[config.mk]
export PLATFORM = sky130hd
export DESIGN_NAME = citsf_module_fsm
export DESIGN_NICKNAME = d
export VERILOG_FILES = /design/src/verilog/citsf_pkg.sv /design/src/verilog/citsf_module_fsm.sv
export SDC_FILE = /design/constraint.sdc
export NUM_CORES = 1
export LEC_CHECK = 0
export ABC_CLOCK_PERIOD_IN_PS = 2200
export BUFFER_PORTS_ARGS = -buffer_cell sky130_fd_sc_hd__clkbuf_2
export CORE_MARGIN = 1.5
export CORE_UTILIZATION = 44
export CTS_CLUSTER_SIZE = 24
export DETAILED_ROUTE_END_ITERATION = 16
export GPL_TIMING_DRIVEN = 0
export PLACE_DENSITY = 0.75
export SYNTH_ARGS = -nofsm -noshare
export SYNTH_HDL_FRONTEND = slang
export SYNTH_SLANG_ARGS = --single-unit
[constraint.sdc]
create_clock -name REF_CLK -period 2.2 [get_ports REF_CLK]
set_clock_uncertainty 0.15 [all_clocks]
set_input_delay 0.44 -clock REF_CLK [delete_from_list [all_inputs] [get_ports REF_CLK]]
set_output_delay 0.44 -clock REF_CLK [all_outputs]
set_load 0.005 [all_outputs]
[src/verilog/citsf_pkg.sv]
// Package for the module-side transport connection state machine
package citsf_pkg;
  localparam int CITSF_ID_W = 8;
  localparam logic [7:0] CITSF_ID_NONE = 8'h00;
  // Session units ride opaquely inside data objects; framing kept for the upper layer
  localparam int CITSF_TAG_W = 8;
  localparam logic [7:0] CITSF_LEN_SHORT_MAX = 8'h7F;
  localparam int CITSF_LEN_FLAG_BIT = 7;
  localparam logic [7:0] CITSF_STATUS_PENDING = 8'h80;
  localparam logic [7:0] CITSF_STATUS_IDLE = 8'h00;

  typedef enum logic [3:0] {
    CITSF_OBJ_CREATE_CMD = 4'h1,
    CITSF_OBJ_CREATE_ACK = 4'h2,
    CITSF_OBJ_DELETE_CMD = 4'h3,
    CITSF_OBJ_DELETE_ACK = 4'h4,
    CITSF_OBJ_CONN_REQUEST = 4'h5,
    CITSF_OBJ_NEW_CONN_NOTICE = 4'h6,
    CITSF_OBJ_CONN_ERROR = 4'h7,
    CITSF_OBJ_STATUS = 4'h8,
    CITSF_OBJ_RECEIVE_REQUEST = 4'h9,
    CITSF_OBJ_DATA_MORE = 4'hA,
    CITSF_OBJ_DATA_LAST = 4'hB
  } citsf_obj_t;

  typedef enum logic [1:0] {
    CITSF_ST_IDLE = 2'b00,
    CITSF_ST_ACTIVE = 2'b01,
    CITSF_ST_IN_DELETION = 2'b10
  } citsf_state_t;

  typedef struct packed {
    citsf_obj_t kind;
    logic [7:0] conn_id;
  } citsf_obj_hdr_t;

  typedef struct packed {
    citsf_obj_t first_kind;
    logic first_valid;
    citsf_obj_t second_kind;
    logic [7:0] conn_id;
    logic [7:0] status;
  } citsf_reply_t;
endpackage : citsf_pkg

[src/verilog/citsf_module_fsm.sv]
// Module-side transport connection state machine for one connection
// Overview of operation
// - In Idle or Active, module answers create_connection_cmd at once with create_connection_ack, same id.
// - A create_connection_cmd while Active, whatever its id, restarts the connection fresh.
// - Outside Active, unexpected objects are silently ignored.
// - Active replies carry status, optionally preceded by an ack, data, request or delete.
// - Module never sends data unprompted; it flags pending data in status.
// - Module answers receive_request with waiting data in a data object.
// - Each further fragment waits for another receive_request.
// - Module accepts only the objects listed for its current state.
// - Connection requests go out only in reply to poll or data.
// - Session header: 8-bit tag, length, value; length excludes application units.
// - Body presence depends on header type; whole application units only.
// - Length uses size flag: short form up to 127, else byte count.
// - Connection identifier is one octet; zero is never used.
`timescale 1ns/1ns
`default_nettype none
module citsf_module_fsm
  import citsf_pkg::*;
(
  input wire logic REF_CLK, // 10 MHz clock
  input wire logic SYS_RST, // Async reset, active high
  input wire logic RX_VALID, // Host object present
  input wire citsf_pkg::citsf_obj_hdr_t RX_HDR, // Host object kind and id
  output logic RX_READY, // Object taken
  output logic TX_VALID, // Reply present
  output citsf_pkg::citsf_reply_t TX_REPLY, // Reply objects
  input wire logic TX_READY, // Reply taken by link
  input wire logic APP_DATA_PEND, // Upper layer has a unit waiting
  input wire logic APP_DATA_MORE, // Next fragment is not the last
  output logic APP_FRAG_SENT, // One fragment handed to link
  input wire logic APP_WANT_CONN, // Upper layer wants a new connection
  output logic APP_CONN_REQ_SENT, // Connection request sent
  input wire logic APP_WANT_DELETE, // Upper layer wants deletion
  output logic [7:0] CONN_ID, // Current connection id
  output logic CONN_ACTIVE, // Connection in Active
  output logic CONN_RESTART // Pulse: connection re-created
);
  import citsf_pkg::*;

  citsf_state_t state_r, state_nxt;
  logic [7:0] id_r, id_nxt;
  logic tx_valid_r, tx_valid_nxt;
  citsf_reply_t reply_r, reply_nxt;
  logic frag_r, frag_nxt;
  logic connreq_r, connreq_nxt;
  logic restart_r, restart_nxt;

  wire logic take = RX_VALID && RX_READY;
  wire logic id_ok = RX_HDR.conn_id != CITSF_ID_NONE;
  wire logic is_create = RX_HDR.kind == CITSF_OBJ_CREATE_CMD;
  wire logic is_poll_data = RX_HDR.kind == CITSF_OBJ_DATA_LAST || RX_HDR.kind == CITSF_OBJ_DATA_MORE;
  wire logic is_rcv = RX_HDR.kind == CITSF_OBJ_RECEIVE_REQUEST;
  wire logic is_del = RX_HDR.kind == CITSF_OBJ_DELETE_CMD;
  wire logic is_del_ack = RX_HDR.kind == CITSF_OBJ_DELETE_ACK;
  wire logic is_other_active = RX_HDR.kind == CITSF_OBJ_NEW_CONN_NOTICE ||
                               RX_HDR.kind == CITSF_OBJ_CONN_ERROR;
  wire logic same_id = RX_HDR.conn_id == id_r;
  wire logic [7:0] status_now = APP_DATA_PEND ? CITSF_STATUS_PENDING : CITSF_STATUS_IDLE;

  // Stall intake while a reply waits: one object, one reply, in order
  assign RX_READY = !tx_valid_r;
  assign TX_VALID = tx_valid_r;
  assign TX_REPLY = reply_r;
  assign CONN_ID = id_r;
  assign CONN_ACTIVE = state_r == CITSF_ST_ACTIVE;
  assign APP_FRAG_SENT = frag_r;
  assign APP_CONN_REQ_SENT = connreq_r;
  assign CONN_RESTART = restart_r;

  always_comb begin
    state_nxt = state_r;
    id_nxt = id_r;
    tx_valid_nxt = tx_valid_r && !TX_READY;
    reply_nxt = reply_r;
    frag_nxt = 1'b0;
    connreq_nxt = 1'b0;
    restart_nxt = 1'b0;
    if (take && id_ok) begin
      unique case (state_r)
        CITSF_ST_IDLE: begin
          if (is_create) begin
            state_nxt = CITSF_ST_ACTIVE;
            id_nxt = RX_HDR.conn_id;
            tx_valid_nxt = 1'b1;
            reply_nxt = '{first_kind: CITSF_OBJ_CREATE_ACK, first_valid: 1'b1,
                          second_kind: CITSF_OBJ_STATUS, conn_id: RX_HDR.conn_id,
                          status: status_now};
          end
        end
        CITSF_ST_ACTIVE: begin
          if (is_create) begin
            // Old connection is presumed dead
            id_nxt = RX_HDR.conn_id;
            restart_nxt = 1'b1;
            tx_valid_nxt = 1'b1;
            reply_nxt = '{first_kind: CITSF_OBJ_CREATE_ACK, first_valid: 1'b1,
                          second_kind: CITSF_OBJ_STATUS, conn_id: RX_HDR.conn_id,
                          status: status_now};
          end else if (same_id && is_rcv && APP_DATA_PEND) begin
            // One fragment per receive request
            tx_valid_nxt = 1'b1;
            frag_nxt = 1'b1;
            reply_nxt = '{first_kind: APP_DATA_MORE ? CITSF_OBJ_DATA_MORE : CITSF_OBJ_DATA_LAST,
                          first_valid: 1'b1, second_kind: CITSF_OBJ_STATUS,
                          conn_id: id_r, status: status_now};
          end else if (same_id && is_del) begin
            // Host-initiated delete: acknowledge, back to Idle
            state_nxt = CITSF_ST_IDLE;
            tx_valid_nxt = 1'b1;
            reply_nxt = '{first_kind: CITSF_OBJ_DELETE_ACK, first_valid: 1'b1,
                          second_kind: CITSF_OBJ_STATUS, conn_id: id_r,
                          status: CITSF_STATUS_IDLE};
          end else if (same_id && (is_poll_data || is_rcv || is_other_active)) begin
            tx_valid_nxt = 1'b1;
            reply_nxt = '{first_kind: CITSF_OBJ_STATUS, first_valid: 1'b0,
                          second_kind: CITSF_OBJ_STATUS, conn_id: id_r,
                          status: status_now};
            if (is_poll_data && APP_WANT_DELETE) begin
              state_nxt = CITSF_ST_IN_DELETION;
              reply_nxt.first_kind = CITSF_OBJ_DELETE_CMD;
              reply_nxt.first_valid = 1'b1;
            end else if (is_poll_data && APP_WANT_CONN) begin
              connreq_nxt = 1'b1;
              reply_nxt.first_kind = CITSF_OBJ_CONN_REQUEST;
              reply_nxt.first_valid = 1'b1;
            end
          end
        end
        CITSF_ST_IN_DELETION: begin
          if (is_del_ack && same_id) begin
            state_nxt = CITSF_ST_IDLE;
          end
        end
        default: state_nxt = CITSF_ST_IDLE;
      endcase
    end
  end

  always_ff @(posedge REF_CLK or posedge SYS_RST) begin
    if (SYS_RST) begin
      state_r <= CITSF_ST_IDLE;
      id_r <= CITSF_ID_NONE;
      tx_valid_r <= 1'b0;
      reply_r <= '0;
      frag_r <= 1'b0;
      connreq_r <= 1'b0;
      restart_r <= 1'b0;
    end else begin
      state_r <= state_nxt;
      id_r <= id_nxt;
      tx_valid_r <= tx_valid_nxt;
      reply_r <= reply_nxt;
      frag_r <= frag_nxt;
      connreq_r <= connreq_nxt;
      restart_r <= restart_nxt;
    end
  end

  a_create_ack_next: assert property (@(posedge REF_CLK) disable iff (SYS_RST)
    (take && id_ok && is_create && state_r != CITSF_ST_IN_DELETION) |=>
      (TX_VALID && TX_REPLY.first_kind == CITSF_OBJ_CREATE_ACK && TX_REPLY.conn_id == $past(RX_HDR.conn_id)))
    else $error("create cmd not acked next cycle");
  a_restart_pulse: assert property (@(posedge REF_CLK) disable iff (SYS_RST)
    (take && id_ok && is_create && state_r == CITSF_ST_ACTIVE) |=> (CONN_RESTART && CONN_ACTIVE))
    else $error("re-create did not restart");
  a_idle_ignores: assert property (@(posedge REF_CLK) disable iff (SYS_RST)
    (take && state_r == CITSF_ST_IDLE && !is_create) |=> (!TX_VALID && state_r == CITSF_ST_IDLE))
    else $error("idle reacted to unexpected object");
  a_deletion_ack_only: assert property (@(posedge REF_CLK) disable iff (SYS_RST)
    (state_r == CITSF_ST_IN_DELETION && take && !is_del_ack) |=> (state_r == CITSF_ST_IN_DELETION && !TX_VALID))
    else $error("in deletion accepted wrong object");
  a_status_last: assert property (@(posedge REF_CLK) disable iff (SYS_RST)
    TX_VALID |-> (TX_REPLY.second_kind == CITSF_OBJ_STATUS))
    else $error("reply not closed by status");
  a_pending_flag: assert property (@(posedge REF_CLK) disable iff (SYS_RST)
    (take && id_ok && state_r == CITSF_ST_ACTIVE && same_id && is_poll_data) |=>
      (TX_VALID && TX_REPLY.status == ($past(APP_DATA_PEND) ? CITSF_STATUS_PENDING : CITSF_STATUS_IDLE)))
    else $error("status flag wrong");
  a_data_only_on_rcv: assert property (@(posedge REF_CLK) disable iff (SYS_RST)
    $rose(APP_FRAG_SENT) |-> ($past(is_rcv) && $past(take)))
    else $error("data sent without receive request");
  a_one_frag: assert property (@(posedge REF_CLK) disable iff (SYS_RST)
    APP_FRAG_SENT |=> !APP_FRAG_SENT)
    else $error("two fragments for one request");
  a_connreq_on_poll: assert property (@(posedge REF_CLK) disable iff (SYS_RST)
    APP_CONN_REQ_SENT |-> ($past(is_poll_data) && TX_REPLY.first_kind == CITSF_OBJ_CONN_REQUEST))
    else $error("connection request not on poll");
  a_zero_id_ignored: assert property (@(posedge REF_CLK) disable iff (SYS_RST)
    (take && !id_ok) |=> !TX_VALID)
    else $error("zero id answered");

  // Reply handshake: the reply must stand untouched until the link takes it
  a_reply_holds: assert property (@(posedge REF_CLK) disable iff (SYS_RST)
    (TX_VALID && !TX_READY) |=>
      (TX_VALID && $stable(TX_REPLY)))
    else $error("reply changed before taken");
  a_reply_drops: assert property (@(posedge REF_CLK) disable iff (SYS_RST)
    (TX_VALID && TX_READY) |=>
      !TX_VALID)
    else $error("reply stayed after taken");
  a_reply_same_id: assert property (@(posedge REF_CLK) disable iff (SYS_RST)
    TX_VALID |->
      (TX_REPLY.conn_id == CONN_ID))
    else $error("reply id differs from connection");
  a_status_codes: assert property (@(posedge REF_CLK) disable iff (SYS_RST)
    TX_VALID |->
      (TX_REPLY.status == CITSF_STATUS_PENDING || TX_REPLY.status == CITSF_STATUS_IDLE))
    else $error("status byte has unknown code");
  // Nothing leaves the module unless an object was taken just before
  a_no_unprompted: assert property (@(posedge REF_CLK) disable iff (SYS_RST)
    $rose(TX_VALID) |->
      $past(take))
    else $error("reply without host object");
  a_rcv_no_data: assert property (@(posedge REF_CLK) disable iff (SYS_RST)
    (take && id_ok && CONN_ACTIVE && same_id && is_rcv && !APP_DATA_PEND) |=>
      (TX_VALID && !TX_REPLY.first_valid && !APP_FRAG_SENT))
    else $error("empty receive request not answered by status alone");
  a_data_needs_pend: assert property (@(posedge REF_CLK) disable iff (SYS_RST)
    APP_FRAG_SENT |->
      $past(APP_DATA_PEND))
    else $error("fragment sent with nothing pending");
  a_frag_kind: assert property (@(posedge REF_CLK) disable iff (SYS_RST)
    APP_FRAG_SENT |->
      (TX_VALID && TX_REPLY.first_kind == ($past(APP_DATA_MORE) ? CITSF_OBJ_DATA_MORE : CITSF_OBJ_DATA_LAST)))
    else $error("fragment kind wrong");
  a_restart_id: assert property (@(posedge REF_CLK) disable iff (SYS_RST)
    CONN_RESTART |->
      (CONN_ID == $past(RX_HDR.conn_id)))
    else $error("restart kept old id");
  a_restart_single: assert property (@(posedge REF_CLK) disable iff (SYS_RST)
    CONN_RESTART |=>
      !CONN_RESTART)
    else $error("restart pulse too long");
  a_idle_create: assert property (@(posedge REF_CLK) disable iff (SYS_RST)
    (take && id_ok && is_create && state_r == CITSF_ST_IDLE) |=>
      CONN_ACTIVE)
    else $error("create did not open connection");
  a_host_delete: assert property (@(posedge REF_CLK) disable iff (SYS_RST)
    (take && id_ok && CONN_ACTIVE && same_id && is_del) |=>
      (!CONN_ACTIVE && TX_VALID && TX_REPLY.first_kind == CITSF_OBJ_DELETE_ACK))
    else $error("host delete not acknowledged");
  a_module_delete: assert property (@(posedge REF_CLK) disable iff (SYS_RST)
    (take && id_ok && CONN_ACTIVE && same_id && is_poll_data && APP_WANT_DELETE) |=>
      (state_r == CITSF_ST_IN_DELETION && TX_REPLY.first_kind == CITSF_OBJ_DELETE_CMD))
    else $error("wanted delete not sent");
  a_deletion_exit: assert property (@(posedge REF_CLK) disable iff (SYS_RST)
    (state_r == CITSF_ST_IN_DELETION && take && id_ok && is_del_ack && same_id) |=>
      (state_r == CITSF_ST_IDLE && !TX_VALID))
    else $error("delete ack did not close connection");
  a_other_id_ignored: assert property (@(posedge REF_CLK) disable iff (SYS_RST)
    (take && CONN_ACTIVE && !same_id && !is_create) |=>
      !TX_VALID)
    else $error("object for other id answered");
  // Delete wins over a connection request when both are wanted
  a_connreq_pulse: assert property (@(posedge REF_CLK) disable iff (SYS_RST)
    (take && id_ok && CONN_ACTIVE && same_id && is_poll_data && APP_WANT_CONN && !APP_WANT_DELETE) |=>
      (APP_CONN_REQ_SENT && TX_REPLY.first_kind == CITSF_OBJ_CONN_REQUEST))
    else $error("wanted connection request not sent");
  a_zero_id_state: assert property (@(posedge REF_CLK) disable iff (SYS_RST)
    (take && !id_ok) |=>
      ($stable(state_r) && $stable(CONN_ID)))
    else $error("zero id changed state");
  a_active_id_nonzero: assert property (@(posedge REF_CLK) disable iff (SYS_RST)
    CONN_ACTIVE |->
      (CONN_ID != CITSF_ID_NONE))
    else $error("active with reserved id");

  c_restart: cover property (@(posedge REF_CLK) disable iff (SYS_RST) CONN_RESTART);
  c_create: cover property (@(posedge REF_CLK) disable iff (SYS_RST)
    state_r == CITSF_ST_IDLE ##1 state_r == CITSF_ST_ACTIVE);
  c_fragment: cover property (@(posedge REF_CLK) disable iff (SYS_RST) APP_FRAG_SENT);
  c_connreq: cover property (@(posedge REF_CLK) disable iff (SYS_RST) APP_CONN_REQ_SENT);
  c_module_delete: cover property (@(posedge REF_CLK) disable iff (SYS_RST)
    state_r == CITSF_ST_IN_DELETION ##[1:20] state_r == CITSF_ST_IDLE);
endmodule // citsf_module_fsm
`default_nettype wire

==> metrics.csv <==
metric;value;unit
outcome;finished, final reports clean;
tns;0;ns
hold_depth;2;
drv_slew;0;
cp.arrival;2.16;ns
chipHeight;63.9;microns
cts_tree;done;
synth_top_area_share;44.4;%
stdcell_count;262;
via_count;1335;
die_x;63.9;microns
yosys.area.top_type;dfrtp_1;
endpoint_kind;flip-flop;
place_ws;-0.591;ns
ys_seq_area_share;44.4;%
syn-cell-area;1630;sq um
design_area;2210;sq um
postLayoutCoreUtil;64.1;%
grt_pass1_wl;6.02;mm
coreArea;3440;sq um
antennaDiodeCount;0;
min_period_over_period;97.7;%
clkSlewWorstSetupHoldPaths;0.06;ns
synth_area_leaders;dfrtp_1 44%, mux2_2 15%, mux2_4 5.5%;
synth_edf_count;0;
initial_core_util;47.5;%
h-tree-depth;2;
ant_nets;0;
root_buffer;clkbuf_8;
portBuffers;47;
gp_congestion;0.914;
antenna_found_initial;0;
hold_buffers;0;
routed_wirelength;3.67;mm
worstReg2RegEnd;TX_REPLY[20];
required;2.21;ns
grt_max_degree;30;
grt_pass1_vias;1242;
hold_path_class;in2reg;
cts_made_buffers;5;
grtUsageTotal;19.2;%
rsz0062_at_grt;yes;
startpoint_type;flip-flop;
total_power;1.90;mW
num-fill-cells;292;
post-route-worst-setup-slack;0.0506;ns
ff2ff_path_depth;6;
avgSynthCellArea;11.5;sq um
layout-drive-gt1-share;53.7;%
nets;236;
syn_to_final_growth;35.1;%
syn_inst;142;
ys_ff_latch;29;
cpMaxStageDelayCell;dfrtp_1;
viasPerCell;5.10;
setup_viol_count_final;0;
period_needed;2.15;ns
die_area;4090;sq um
clkSinkCount;29;
async_flop_share;100;%
synth_warnings;0;
hpwl;2.53;mm
p_per_area;861;nW/um^2
clockBufferDepth;2;
max_stage_delay;0.38;ns
placed_area;1960;sq um
drt_iter0_drc;50;
overflow;0;
place_inst;244;
firstDrtPassIters;4;
post_drt_wl_per_cell;14.0;microns
crit_start;CONN_ID[2];
hold_viol_final;0;
vdd_drop_max;0.656;mV
row_count;21;
drc_errors;0;
slew_headroom;27.0;%
endpoint;TX_REPLY[20];
path_cells;xor2_1 -> nor4_4 -> a31oi_2 -> nor4_4 -> buf_4 -> mux2_4;
p_leak;1.09;nW
synthFlopType;dfrtp_1;
max_freq;465;MHz
criticalPathCategory;reg2reg;
r2r_start;CONN_ID[2];
r2r_slack;0.05;ns
pin_count;59;
hold_slack;0.178;ns
clk_latency;0.28;ns
worst_pin_slew;1.09;ns
worstPathMaxFanout;5;
yosys.cell_types.count;38;
max_cap_viol_count;0;
crit_top_cell;nor4_4;
cell usage after synthesis, types with 2 or more instances:
cell	n
xor2_1	8
dfrtp_1	29
clkbuf_1	2
inv_1	7
nor4_2	2
buf_4	10
mux2i_1	2
a31oi_1	3
nor4_1	4
o41ai_1	2
a21oi_1	2
nor2_1	5
o21ai_0	4
mux2_2	22
mux2_4	6
nand4_1	2
nand3_1	5
nand2_1	4
nand2b_1	3
o211ai_1	2
routing by layer:
layer	up-vias	GRT usage (%)	routed length (microns)
li1	650	-	-
met1	631	25.8	1630
met2	50	29.9	1780
met3	4	6.87	235
met4	0	4.08	27
met5	-	0	0
worst max-delay path, delay by kind of cell (launching register included):
family	cells	cell delay, ns
muxes	1	0.31
DFF	1	0.38
xor gates and xnor gates	1	0.19
AOI/OAI and AO/OA	1	0.15
and+or+nand+nor	2	0.62
buffers and inverters	1	0.23
layout make-up:
class	count	area [sq um]	share of cell area, %
plain buffers	14	103	4.65
flip-flops and latches	29	726	32.9
repair buffers	58	318	14.4
multi-input cells	101	891	40.4
well taps	46	57.6	2.61
inverters	7	26.3	1.19
clock buffers	7	86.3	3.91
worst min path at each step:
| stage | from | endpoint | slack (ns) |
|---|---|---|---|
| global route | TX_READY | TX_VALID | 0.19 |
| CTS | TX_READY | TX_VALID | 0.18 |
| finish | TX_READY | TX_VALID | 0.18 |
| global placement | TX_REPLY[19] | TX_REPLY[19] | 0.31 |
| floorplan | TX_REPLY[19] | TX_REPLY[19] | 0.31 |
| detailed placement | TX_REPLY[19] | TX_REPLY[19] | 0.32 |
report_power, final:
part	leakage, nW	internal [mW]	switching [mW]
combinational	0.675	0.392	0.305
sequential	0.365	0.670	0.100
clock	0.0443	0.247	0.186
what timing repair did:
item	4_1_cts	5_1_grt
pin swaps	6	1
gates resized for setup	12	4
buffers inserted	11	0
setup endpoints to repair	16	15
state kept, by name (all words and copies together) (netlist names):
name	count
TX_REPLY	15
CONN_ID	8
state_r	2
APP_CONN_REQ_SENT	1
APP_FRAG_SENT	1
CONN_RESTART	1
TX_VALID	1
cells in the final DEF, fill, tap and decap left out, types with 3 or more instances in the layout:
cell type | netlist | final
mux2_2 | 22 | 16
conb_1 | 1 | 10
nor4_4 | 1 | 3
nor4_1 | 4 | 4
clkbuf_2 | 1 | 48
mux2_4 | 6 | 12
nand2_1 | 4 | 4
o21ai_0 | 4 | 4
inv_1 | 7 | 7
buf_4 | 10 | 21
nor2_1 | 5 | 5
xor2_1 | 8 | 6
nand3_1 | 5 | 5
clkbuf_8 | 0 | 6
nand2b_1 | 3 | 3
dfrtp_1 | 29 | 29
logic make-up (layout without fill, tap and decap cells):
kind of cell | count (synthesis) | in the layout | share of synthesized area [%]
flip-flops | 29 | 29 | 44.4
other | 1 | 10 | 0.229
AND/OR/NAND/NOR | 34 | 34 | 13.5
buffers and inverters | 21 | 86 | 7.66
multiplexers | 30 | 30 | 21.9
AO/OA/AOI/OAI | 19 | 19 | 8.04
XOR/XNOR | 8 | 8 | 4.29
Power figures use the tool's default switching activity.
